$ cat src/mclkg_pkg.sv
// package: register map, field layout and reset values of the master clock generator
package mclkg_pkg;
   localparam logic [31:0] MCLKG_CFG_ADDR = 32'h0000_0000;
   localparam logic [31:0] MCLKG_SYS1_ADDR = 32'h0000_0004;
   localparam logic [31:0] MCLKG_STAT_ADDR = 32'h0000_0008;
   localparam int MCLKG_SRC_LSB = 0;
   localparam int MCLKG_IDIV_LSB = 2;
   localparam int MCLKG_ODIV_LSB = 4;
   localparam int MCLKG_MUL_LSB = 8;
   localparam int MCLKG_VB_LSB = 16;
   localparam int MCLKG_HALVE_BIT = 0;
   localparam logic [1:0] MCLKG_IDIV_MAX = 2'h3;
   localparam logic [3:0] MCLKG_ODIV_MAX = 4'he;
   localparam logic [1:0] MCLKG_VB_RSVD = 2'h3;
   localparam logic [1:0] MCLKG_SRC_LOOP = 2'h3;
   localparam logic [31:0] MCLKG_CFG_RESET = 32'h0000_0000;
   localparam logic [1:0] MCLKG_RESP_OKAY = 2'h0;
   localparam logic [1:0] MCLKG_RESP_SLVERR = 2'h2;
   localparam logic [7:0] MCLKG_SLEW_CYCLES = 8'h10;
   typedef enum logic [1:0] {MCLKG_MODE_BYPASS, MCLKG_MODE_LOOP} mclkg_mode_type;
endpackage : mclkg_pkg

$ cat src/mclkg_top.sv
// master clock generator: axi4-lite registers, prescalers, loop model, cpu and system enables
module mclkg_top
   import mclkg_pkg::*;
(
   input wire logic clk_i,
   input wire logic arst_n_i,
   input wire logic osc_i,
   input wire logic [31:0] s_axi_awaddr,
   input wire logic s_axi_awvalid,
   output logic s_axi_awready,
   input wire logic [31:0] s_axi_wdata,
   input wire logic [3:0] s_axi_wstrb,
   input wire logic s_axi_wvalid,
   output logic s_axi_wready,
   output logic [1:0] s_axi_bresp,
   output logic s_axi_bvalid,
   input wire logic s_axi_bready,
   input wire logic [31:0] s_axi_araddr,
   input wire logic s_axi_arvalid,
   output logic s_axi_arready,
   output logic [31:0] s_axi_rdata,
   output logic [1:0] s_axi_rresp,
   output logic s_axi_rvalid,
   input wire logic s_axi_rready,
   output logic master_clk_en_o,
   output logic cpu_clk_en_o,
   output logic ebc_clk_en_o,
   output logic sys_clk_en_o,
   output logic cpu_clk_o,
   output logic loop_enable_o,
   output logic [1:0] vco_band_o
);
   logic osc_s1;
   logic osc_s2;
   logic osc_s3;
   logic osc_edge;
   logic [1:0] master_clock_source_select;
   logic [1:0] input_prescaler_value;
   logic [3:0] output_prescaler_value;
   logic [4:0] feedback_multiplier_value;
   logic [1:0] vco_band_select;
   logic cpu_clock_halve_select;
   logic aw_held;
   logic w_held;
   logic [31:0] aw_addr;
   logic [31:0] w_data;
   logic [3:0] w_strb;
   logic do_write;
   logic [7:0] loop_mul_now;
   logic [7:0] slew_cnt;
   logic loop_locked;
   logic in_pulse;
   logic vco_pulse;
   logic vco_en;
   logic [7:0] vco_acc;
   logic [7:0] next_vco_acc;
   logic halve_live;
   logic half_phase;
   mclkg_mode_type mode;

   // byte-lane merge of a write into a stored word
   function automatic logic [31:0] merge(input logic [31:0] old, input logic [31:0] d,
                                         input logic [3:0] s);
      logic [31:0] r;
      r = old;
      for (int i = 0; i < 4; i++)
      begin
         if (s[i]) r[8*i +: 8] = d[8*i +: 8];
      end
      return r;
   endfunction : merge

   // oscillator sampled by three flip-flops; the rising edge is taken from the last two
   always_ff @(posedge clk_i or negedge arst_n_i)
   begin
      if (!arst_n_i)
      begin
         osc_s1 <= 1'b0;
         osc_s2 <= 1'b0;
         osc_s3 <= 1'b0;
      end
      else
      begin
         osc_s1 <= osc_i;
         osc_s2 <= osc_s1;
         osc_s3 <= osc_s2;
      end
   end
   assign osc_edge = osc_s2 && !osc_s3;

   // write channel: address and data taken in either order
   always_ff @(posedge clk_i or negedge arst_n_i)
   begin
      if (!arst_n_i)
      begin
         aw_held <= 1'b0;
         w_held <= 1'b0;
         aw_addr <= '0;
         w_data <= '0;
         w_strb <= '0;
         s_axi_bvalid <= 1'b0;
         s_axi_bresp <= MCLKG_RESP_OKAY;
      end
      else
      begin
         if (s_axi_awvalid && s_axi_awready)
         begin
            aw_held <= 1'b1;
            aw_addr <= s_axi_awaddr;
         end
         if (s_axi_wvalid && s_axi_wready)
         begin
            w_held <= 1'b1;
            w_data <= s_axi_wdata;
            w_strb <= s_axi_wstrb;
         end
         if (do_write)
         begin
            aw_held <= 1'b0;
            w_held <= 1'b0;
            s_axi_bvalid <= 1'b1;
            s_axi_bresp <= (aw_addr == MCLKG_CFG_ADDR || aw_addr == MCLKG_SYS1_ADDR ||
                            aw_addr == MCLKG_STAT_ADDR) ? MCLKG_RESP_OKAY : MCLKG_RESP_SLVERR;
         end
         else if (s_axi_bvalid && s_axi_bready)
         begin
            s_axi_bvalid <= 1'b0;
         end
      end
   end
   assign s_axi_awready = !aw_held && !s_axi_bvalid;
   assign s_axi_wready = !w_held && !s_axi_bvalid;
   assign do_write = aw_held && w_held && !s_axi_bvalid;

   // configuration fields; prescalers saturate at their documented maxima
   always_ff @(posedge clk_i or negedge arst_n_i)
   begin
      if (!arst_n_i)
      begin
         master_clock_source_select <= MCLKG_CFG_RESET[MCLKG_SRC_LSB +: 2];
         input_prescaler_value <= MCLKG_CFG_RESET[MCLKG_IDIV_LSB +: 2];
         output_prescaler_value <= MCLKG_CFG_RESET[MCLKG_ODIV_LSB +: 4];
         feedback_multiplier_value <= MCLKG_CFG_RESET[MCLKG_MUL_LSB +: 5];
         vco_band_select <= MCLKG_CFG_RESET[MCLKG_VB_LSB +: 2];
         cpu_clock_halve_select <= 1'b0;
      end
      else if (do_write && aw_addr == MCLKG_CFG_ADDR)
      begin
         logic [31:0] v;
         v = merge({14'h0, vco_band_select, 3'h0, feedback_multiplier_value,
                    output_prescaler_value, input_prescaler_value,
                    master_clock_source_select}, w_data, w_strb);
         master_clock_source_select <= v[MCLKG_SRC_LSB +: 2];
         input_prescaler_value <= v[MCLKG_IDIV_LSB +: 2];
         output_prescaler_value <= (v[MCLKG_ODIV_LSB +: 4] > MCLKG_ODIV_MAX) ?
                                   MCLKG_ODIV_MAX : v[MCLKG_ODIV_LSB +: 4];
         feedback_multiplier_value <= v[MCLKG_MUL_LSB +: 5];
         if (v[MCLKG_VB_LSB +: 2] != MCLKG_VB_RSVD)
         begin
            vco_band_select <= v[MCLKG_VB_LSB +: 2];
         end
      end
      else if (do_write && aw_addr == MCLKG_SYS1_ADDR && w_strb[0])
      begin
         cpu_clock_halve_select <= w_data[MCLKG_HALVE_BIT];
      end
   end

   // only 11 selects the loop; 00, 01 and 10 stay in bypass
   assign mode = (master_clock_source_select == MCLKG_SRC_LOOP) ?
                 MCLKG_MODE_LOOP : MCLKG_MODE_BYPASS;
   assign loop_enable_o = (mode == MCLKG_MODE_LOOP);
   assign vco_band_o = vco_band_select;

   // input prescaler runs on oscillator edges in both modes
   mclkg_divider #(.W(2)) u_in_div
   (
      .clk_i(clk_i),
      .arst_n_i(arst_n_i),
      .en_i(osc_edge),
      .div_i(input_prescaler_value),
      .pulse_o(in_pulse)
   );

   // loop model: multiplier slews one step per interval toward its target
   always_ff @(posedge clk_i or negedge arst_n_i)
   begin
      if (!arst_n_i)
      begin
         loop_mul_now <= 8'h01;
         slew_cnt <= '0;
      end
      else if (mode != MCLKG_MODE_LOOP)
      begin
         loop_mul_now <= 8'h01;
         slew_cnt <= '0;
      end
      else if (slew_cnt == MCLKG_SLEW_CYCLES)
      begin
         slew_cnt <= '0;
         if (loop_mul_now < {3'h0, feedback_multiplier_value} + 8'h01)
            loop_mul_now <= loop_mul_now + 8'h01;
         else if (loop_mul_now > {3'h0, feedback_multiplier_value} + 8'h01)
            loop_mul_now <= loop_mul_now - 8'h01;
      end
      else
      begin
         slew_cnt <= slew_cnt + 8'h01;
      end
   end
   assign loop_locked = (loop_mul_now == {3'h0, feedback_multiplier_value} + 8'h01);

   // vco rate: accumulate multiplier per reference pulse, emit up to one pulse a cycle
   always_comb
   begin
      next_vco_acc = vco_acc;
      if (in_pulse) next_vco_acc = next_vco_acc + loop_mul_now;
      vco_en = (next_vco_acc != 8'h00);
      if (vco_en) next_vco_acc = next_vco_acc - 8'h01;
   end

   always_ff @(posedge clk_i or negedge arst_n_i)
   begin
      if (!arst_n_i) vco_acc <= '0;
      else if (mode != MCLKG_MODE_LOOP) vco_acc <= '0;
      else vco_acc <= next_vco_acc;
   end

   assign vco_pulse = (mode == MCLKG_MODE_LOOP) ? vco_en : in_pulse;

   // output prescaler: vco or bypass stream divided by odiv+1
   mclkg_divider #(.W(4)) u_out_div
   (
      .clk_i(clk_i),
      .arst_n_i(arst_n_i),
      .en_i(vco_pulse),
      .div_i(output_prescaler_value),
      .pulse_o(master_clk_en_o)
   );

   // halving: select changes only at a master edge with even phase
   always_ff @(posedge clk_i or negedge arst_n_i)
   begin
      if (!arst_n_i)
      begin
         halve_live <= 1'b0;
         half_phase <= 1'b0;
         cpu_clk_o <= 1'b0;
      end
      else if (master_clk_en_o)
      begin
         if (!half_phase) halve_live <= cpu_clock_halve_select;
         half_phase <= !half_phase;
         cpu_clk_o <= (halve_live && half_phase) ? cpu_clk_o : !cpu_clk_o;
      end
   end

   assign cpu_clk_en_o = master_clk_en_o && (!halve_live || half_phase);
   assign ebc_clk_en_o = cpu_clk_en_o;
   assign sys_clk_en_o = cpu_clk_en_o;

   // read channel
   always_ff @(posedge clk_i or negedge arst_n_i)
   begin
      if (!arst_n_i)
      begin
         s_axi_rvalid <= 1'b0;
         s_axi_rdata <= '0;
         s_axi_rresp <= MCLKG_RESP_OKAY;
      end
      else if (s_axi_arvalid && s_axi_arready)
      begin
         s_axi_rvalid <= 1'b1;
         s_axi_rresp <= MCLKG_RESP_OKAY;
         unique case (s_axi_araddr)
            MCLKG_CFG_ADDR: s_axi_rdata <= {14'h0, vco_band_select, 3'h0,
                                            feedback_multiplier_value, output_prescaler_value,
                                            input_prescaler_value, master_clock_source_select};
            MCLKG_SYS1_ADDR: s_axi_rdata <= {31'h0, cpu_clock_halve_select};
            MCLKG_STAT_ADDR: s_axi_rdata <= {22'h0, loop_mul_now, halve_live, loop_locked};
            default:
            begin
               s_axi_rdata <= '0;
               s_axi_rresp <= MCLKG_RESP_SLVERR;
            end
         endcase
      end
      else if (s_axi_rvalid && s_axi_rready)
      begin
         s_axi_rvalid <= 1'b0;
      end
   end
   assign s_axi_arready = !s_axi_rvalid;
endmodule : mclkg_top

$ cat src/mclkg_divider.sv
// divider: enable pulse every (div+1) input enables, division factor changes only at wrap
module mclkg_divider
   import mclkg_pkg::*;
#(
   parameter int W = 8
)
(
   input wire logic clk_i,
   input wire logic arst_n_i,
   input wire logic en_i,
   input wire logic [W-1:0] div_i,
   output logic pulse_o
);
   logic [W-1:0] cnt;
   logic [W-1:0] div_held;

   initial
   begin
      if (W < 1) $error("mclkg_divider: W must be at least 1");
   end

   always_ff @(posedge clk_i or negedge arst_n_i)
   begin
      if (!arst_n_i)
      begin
         cnt <= '0;
         div_held <= '0;
      end
      else if (en_i)
      begin
         if (cnt >= div_held)
         begin
            cnt <= '0;
            div_held <= div_i;
         end
         else
         begin
            cnt <= cnt + 1'b1;
         end
      end
   end

   // a pass-through divider follows the input enable directly
   assign pulse_o = en_i && (cnt >= div_held);
endmodule : mclkg_divider

$ cat config.mk
export PLATFORM = sky130hd
export DESIGN_NAME = mclkg_top
export DESIGN_NICKNAME = d
export VERILOG_FILES = /design/src/mclkg_pkg.sv /design/src/mclkg_top.sv /design/src/mclkg_divider.sv
export SDC_FILE = /design/constraint.sdc
export NUM_CORES = 1
export LEC_CHECK = 0
export ABC_AREA = 1
export BUFFER_PORTS_ARGS = -buffer_cell sky130_fd_sc_hd__buf_2
export CAP_MARGIN = 20
export CORE_MARGIN = 3
export CORE_UTILIZATION = 55
export CTS_CLUSTER_SIZE = 14
export DETAILED_ROUTE_END_ITERATION = 12
export GPL_TIMING_DRIVEN = 0
export PLACE_DENSITY_LB_ADDON = 0.1
export SLEW_MARGIN = 20
export SYNTH_ARGS = -nofsm -noshare
export SYNTH_HDL_FRONTEND = slang
export SYNTH_SLANG_ARGS = --single-unit
export TNS_END_PERCENT = 100
$ cat constraint.sdc
create_clock -name clk_i -period 3.4 [get_ports clk_i]
set_input_delay 0.51 -clock clk_i [delete_from_list [all_inputs] [get_ports clk_i]]
set_output_delay 0.51 -clock clk_i [all_outputs]
set_load 0.05 [all_outputs]
==> results of run 1 <==
cell type report:
type                       instances  area, sq um
buffer                            36          236
clock buffer                      18          439
clock inverter                    14          153
fill                            1003         3520
inverter                         119          449
multi-input combinational        542         3040
sequential                       129         3230
tap                              168          210
timing repair buffer             136          788
sequential cells by signal, summed over array words and instances (netlist names), 2 cells and up:
signal / cells
u_in_div.cnt: 2
u_out_div.div_held: 4
w_strb: 3
master_clock_source_select: 2
loop_mul_now: 8
aw_addr: 32
output_prescaler_value: 4
feedback_multiplier_value: 5
u_out_div.cnt: 4
vco_band_o: 2
w_data: 15
s_axi_rdata: 15
slew_cnt: 8
input_prescaler_value: 2
vco_acc: 8
u_in_div.div_held: 2
timing repair:
item / CTS / global route
hold endpoints to repair: 36 / 0
buffers inserted: 13 / 2
setup endpoints to repair: 4 / 5
resized for setup: 15 / 11
hold buffers: 1 / 0
pin swaps: 7 / 3
cells by family after synthesis:
kind of cell,Yosys count,share of synthesized area
simple gates,336,0.221
compound gates,121,0.0948
mux,15,0.0246
buf+inv,155,0.0994
other cells,1,0.000550
flops,129,0.473
fa+ha+maj,34,0.0646
xor+xnor,17,0.0218
worst register-to-register path, cell delays in order (launching register included):
cell and delay, ns:
dfrtp_1 0.43, ha_1 0.30, inv_1 0.04, ha_1 0.26, inv_1 0.07, nor2_1 0.04, nor2_1 0.07, o21ai_0 0.09
nand4_1 0.10, nand3_2 0.22, ha_1 0.42, a21oi_1 0.16, nand2_1 0.10, nand3_1 0.08, nand3_1 0.10, nand2_1 0.10
nand2_1 0.06, a21oi_1 0.15, xnor2_1 0.13, o21ai_1 0.07
routing by layer:
metal	track usage	wire, microns
met5	0	0
met4	0.0609	106
met3	0.0636	833
met2	0.348	6960
met1	0.310	7000
path summary, 6_finish.rpt:
path | startpoint | end | slack [ns] | cells after the start
worst max-delay path | loop_mul_now[0] | ebc_clk_en_o | 0.01 | 14
worst min-delay path | osc_i | osc_s1 | 0.20 | 1
worst max register to register | feedback_multiplier_value[1] | loop_mul_now[7] | 0.29 | 19
worst min register to register | osc_s1 | osc_s2 | 0.35 | 0
max in group asynchronous | arst_n_i | loop_mul_now[1] | 2.11 | 3
min in group asynchronous | arst_n_i | slew_cnt[7] | 0.55 | 2
cell usage after synthesis, drive strengths merged (3+ instances only):
cell type,number,area [sq um]
xor2,10,87.6
or2,4,25.0
xnor2,7,61.3
dfrtp,128,3200
o22ai,8,50.1
buf,26,191
nor3b,3,22.5
clkbuf,10,37.5
nor2,82,328
inv,118,445
o21ai,48,255
nand2,167,662
nor4,7,43.8
nor3,10,66.3
and3,3,18.8
nand3,42,225
mux2,14,158
ha,32,400
a21oi,58,290
nand4,17,106
placed cells by master (no fill, tap or decap), types with 5 or more instances in the layout:
cell type,count
nand3_1,38
a21oi_1,56
xor2_1,10
nand2_2,6
inv_1,113
dfrtp_1,126
nand4_1,17
clkbuf_16,17
nor4_1,7
nor3_1,8
o21ai_0,41
o22ai_1,8
xnor2_1,7
mux2_2,14
clkbuf_1,10
buf_6,5
buf_2,114
conb_1,19
nand2_1,157
inv_6,5
nor2_1,78
ha_1,29
buf_4,36
through the flow:
| step | setup slack (ns) | hold slack [ns] |
|---|---|---|
| 3_3_place_gp | 0.0948 | 0.334 |
| 5_1_grt | -0.122 | 0.185 |
| 3_5_place_dp | 0.126 | 0.339 |
| 6_report | 0.0132 | 0.197 |
| 2_1_floorplan | 0.193 | 0.214 |
| 4_1_cts | 0.00971 | 0.183 |
power groups by stage:
stage	combinational (mW)	sequential [mW]	clock [mW]
after floorplan	0.773	2.07	0
after global placement	1.08	2.02	0
after detailed placement	1.11	2.03	0
after CTS	1.16	2.00	1.85
after global routing	1.31	2.04	1.91
final	1.16	2.00	1.82
==> flow_summary_export.csv, run 1 <==
group,metric,value,unit
timing,post-route-period-util,0.996,
power,p_total,4.98,mW
clock_tree,cts_buffers,17,
floorplanning,core-area,0.0121,sq mm
worst_setup_path,path_class,"flop to output pin",
power,powerDensity,583,mW/mm^2
placed_design,io_buffer_count,119,
clock_tree,htree_levels,4,
worst_setup_path,start_kind,"flop",
layout,fin_nets,1123,
timing,slew_headroom,0.645,
worst_setup_path,worstPathArrival,2.88,ns
power,p_int,3.39,mW
synth,synthArstFlopShare,1.00,
worst_setup_path,crit_buf_inv,2,
placed_design,hpwl,10900,microns
floorplanning,initial_core_util,0.565,
detailed_routing,drt_iter0_markers,314,
layout,fin_area,0.00855,sq mm
grt,antenna_found_initial,0,
flow_run,cap_violations,0,
layout,fin_util,0.709,
power,power.share.switching,0.319,
clock_tree,cts_sinks,129,
timing,period_minus_slack,3.39,ns
clock_tree,clk_latency,0.42,ns
grt,grt_pass1_vias,5369,
clock_tree,cts_buffer_depth,2,
detailed_routing,routed_wirelength,14900,microns
layout,stdcell_count,1162,
layout,area_growth,25.3,%
floorplanning,dieHeight,117,microns
floorplanning,num_rows,40,
synth,avgSynthCellArea,8.44,sq um
synth,synthesis.area,0.00682,sq mm
timing,hold_viol,0,
detailed_routing,drc_errors,0,
grt,grt_start_max_net_pins,94,
worst_setup_path,crit_family,"simple AND/OR/NAND/NOR gates",
synth,synth_seq_area_share,0.473,
outcome,status,"finished clean",
detailed_routing,wl_per_cell,12.8,microns
timing,rsz0062_at_grt,"yes",
clock_tree,clk_pin_slew,0.06,ns
synth,yosys_most_used_dff,"dfrtp_1",
worst_setup_path,path_cells,"ha_4 -> fa_1 -> or2_1 -> o21ai_2 -> ha_2 -> nand3_2 -> nor2_4 -> nand3_2 -> nand2_2 -> nand2_4 -> nand2_4 -> a21oi_4 -> buf_6 -> buf_8",
synth,synth_edf_count,0,
power,p_leak,4.54,nW
synth,syn_inst,808,
layout,antenna_cells,0,
power,ir_drop,0.695,mV
timing,tightestPinTransition,0.533,ns
power,combPwrFrac,0.232,
power,clkPwrFrac,0.366,
placed_design,place_inst,1114,
timing,setup_viol,0,
floorplanning,die-area,0.0138,sq mm
worst_setup_path,cp_max_fo,4,
synth,synth_seq_cells,129,
worst_setup_path,required,2.89,ns
floorplanning,ios,157,
timing,fin_tns_setup,0,ns
worst_setup_path,slowest_stage,"dfstp_2",
timing,slew_viol_final,0,
worst_setup_path,max_stage_delay,0.56,ns
detailed_routing,ant_nets,0,
detailed_routing,avgViaCountPerCell,4.88,
timing,final.setup_skew,0.0112,ns
clock_tree,tritoncts,"yes",
grt,track_usage,0.223,
synth,yosysUniqueCellTypes,46,
placed_design,place.gp.congestion,0.850,
detailed_routing,first_pass_iters,5,
layout,drive_gt1_frac,0.244,
detailed_routing,vias,5667,
power,power.switching,1.59,mW
synth,yosys_warnings,0,
grt,grt_pass1_wl,25100,microns
worst_hold_path,hold_class,"input pin to flop",
worst_setup_path,endpoint_kind,"output pin",
grt,grt-ovfl-total,0,
power,p_seq_frac,0.402,
floorplanning,die_x,117,microns
timing,max_freq,0.295,GHz
placed_design,post_dp_cell_area,0.00773,sq mm
clock_tree,root_buffer,"clkbuf_16",
Power figures use the tool's default switching activity.
==> run 2, diff against run 1 <==
CORE_UTILIZATION = 59   (was 55)
TNS_END_PERCENT = default   (was 100)
clock period = 4 ns   (was 3.4 ns; I/O delays follow)
==> run 2 against run 1 <==
Worst hold slack lost 0.035 ns. Wire length grew 8.9%. Sequential share of layout area grew 1.2 points. Flip-flop and latch count is the same. Non-clock buffer count shrank 16. Critical endpoint is now sys_clk_en_o. First-iteration DRC count is 6.7% higher. Via count up 4.2%. Setup slack improved by 0.17 ns. Largest cell class unchanged. Register-to-register slack gained 0.31 ns. Highest routed layer unchanged.
==> flow_summary_export.csv, run 2 (synthesis results as in run 1) <==
group,metric,value,unit
worst_setup_path,required,3.40,ns
timing,period_minus_slack,3.82,ns
timing,setup_viol,0,
worst_setup_path,cp_max_fo,7,
detailed_routing,first_pass_iters,5,
layout,area_growth,21.2,%
clock_tree,root_buffer,"clkbuf_16",
timing,slew_viol_final,0,
worst_setup_path,worstPathArrival,3.22,ns
grt,antenna_found_initial,0,
floorplanning,dieHeight,114,microns
layout,reg.largest.list,"aw_addr: 32 flops, s_axi_rdata: 15 flops, w_data: 15 flops",
timing,tightestPinTransition,0.618,ns
placed_design,io_buffer_count,119,
detailed_routing,vias,5903,
floorplanning,num_rows,38,
placed_design,place.gp.congestion,0.903,
detailed_routing,wl_per_cell,14.5,microns
detailed_routing,avgViaCountPerCell,5.28,
timing,max_freq,0.262,GHz
power,p_leak,4.45,nW
grt,grt-ovfl-total,0,
layout,regMostFlops,"aw_addr",
clock_tree,tritoncts,"yes",
layout,stdcell_count,1118,
layout,final_cell_mix,"nand2_1 (157), dfrtp_1 (128), buf_2 (118)",
detailed_routing,drt_iter0_markers,335,
flow_run,cap_violations,0,
layout,final_common_cell,"nand2_1",
clock_tree,cts_buffers,17,
grt,track_usage,0.263,
grt,grt_start_max_net_pins,68,
floorplanning,die_x,114,microns
layout,largest_reg_flops,32,
worst_setup_path,path_class,"flop to output pin",
layout,drive_gt1_frac,0.223,
clock_tree,clk_latency,0.41,ns
floorplanning,die-area,0.0129,sq mm
timing,post-route-period-util,0.955,
clock_tree,clk_pin_slew,0.05,ns
timing,hold_viol,0,
power,powerDensity,502,mW/mm^2
layout,fin_util,0.746,
power,ir_drop,0.550,mV
worst_setup_path,start_kind,"flop",
clock_tree,cts_buffer_depth,2,
worst_hold_path,hold_class,"input pin to asynchronous set/reset pin",
detailed_routing,ant_nets,0,
clock_tree,cts_setup_buffers,0,
placed_design,hpwl,12200,microns
layout,fin_nets,1107,
floorplanning,initial_core_util,0.616,
placed_design,place_inst,1086,
timing,final.setup_skew,0.00628,ns
outcome,status,"finished clean",
grt,grt_pass1_wl,27200,microns
clock_tree,htree_levels,4,
floorplanning,core-area,0.0111,sq mm
detailed_routing,routed_wirelength,16200,microns
detailed_routing,drc_errors,0,
floorplanning,ios,157,
timing,slew_headroom,0.588,
worst_setup_path,endpoint_kind,"output pin",
layout,antenna_cells,0,
clock_tree,cts_sinks,129,
grt,grt_pass1_vias,6065,
==> run 2: cell types whose count changed in the layout (fill, tap and decap cells not counted), moves of 2 or more <==
| cell | delta |
|---|---|
| clkbuf_1 | +3 |
| ha_4 | -2 |
| dfrtp_2 | -2 |
| dfrtp_1 | +2 |
| inv_6 | -5 |
| a21oi_1 | +2 |
| buf_8 | -3 |
| buf_6 | -3 |
| buf_4 | -13 |
| clkinv_2 | +4 |
| buf_2 | +4 |
| clkinvlp_4 | -2 |
==> run 2: power by group <==
group          internal (mW)  switching [mW]  total (mW)
clock network          0.926           0.550        1.48
logic                  0.328           0.631       0.959
registers               1.59           0.131        1.72
==> run 2: per-stage QoR <==
| step | TNS, ns | area (sq um) | worst slack (ns) | hold WS [ns] | power, mW |
|---|---|---|---|---|---|
| after detailed placement | 0 | 7690 | 0.553 | 0.337 | 2.68 |
| final | 0 | 8270 | 0.179 | 0.161 | 4.15 |
| after floorplan | 0 | 6890 | 0.327 | 0.304 | 2.41 |
| after global placement | 0 | 7660 | 0.574 | 0.346 | 2.62 |
| after CTS | 0 | 8260 | 0.106 | 0.191 | 4.17 |
| after global routing | -0.0291 | 8270 | -0.0184 | 0.218 | 4.38 |
==> run 2: layout make-up <==
| type | instances | area, sq um |
|---|---|---|
| buffer | 36 | 229 |
| clock buffer | 21 | 450 |
| clock inverter | 11 | 114 |
| fill | 843 | 2810 |
| inverter | 119 | 449 |
| multi-input combinational | 542 | 2990 |
| sequential | 129 | 3230 |
| tap | 140 | 175 |
| timing repair buffer | 120 | 629 |
==> run 2: routing by layer <==
metal,vias up,GRT usage,part of all wire
met3,35,0.0456,0.048
met5,-,0,0
met1,2789,0.317,0.40
met4,0,0.113,0.025
met2,188,0.464,0.53
li1,2891,-,-
==> run 2: repair_timing <==
item,4_1_cts,5_1_grt
endpoints found under the setup margin,0,2
hold buffers,0,0
gates resized for setup,0,3
==> run 2: worst max-delay path, stage by stage (launching register included) <==
cell	delay (ns)
dfstp_2	0.59
ha_2	0.23
fa_1	0.42
or2_1	0.25
o21ai_2	0.10
ha_2	0.21
nand3_2	0.09
nor2_4	0.11
nand3_2	0.09
nand2_2	0.09
nand2_2	0.10
nand2_4	0.11
a21oi_1	0.09
buf_4	0.15
buf_2	0.20
==> run 2: final timing paths <==
check,start,endpoint,slack (ns),depth (start not counted)
setup / recovery,loop_mul_now[0],sys_clk_en_o,0.18,14
hold / removal,arst_n_i,loop_mul_now[4],0.16,1
setup reg to reg,feedback_multiplier_value[0],loop_mul_now[7],0.60,17
hold reg to reg,osc_s1,osc_s2,0.35,0
max in group asynchronous,arst_n_i,loop_mul_now[0],3.09,2
min in group clk_i,osc_i,osc_s1,0.30,1
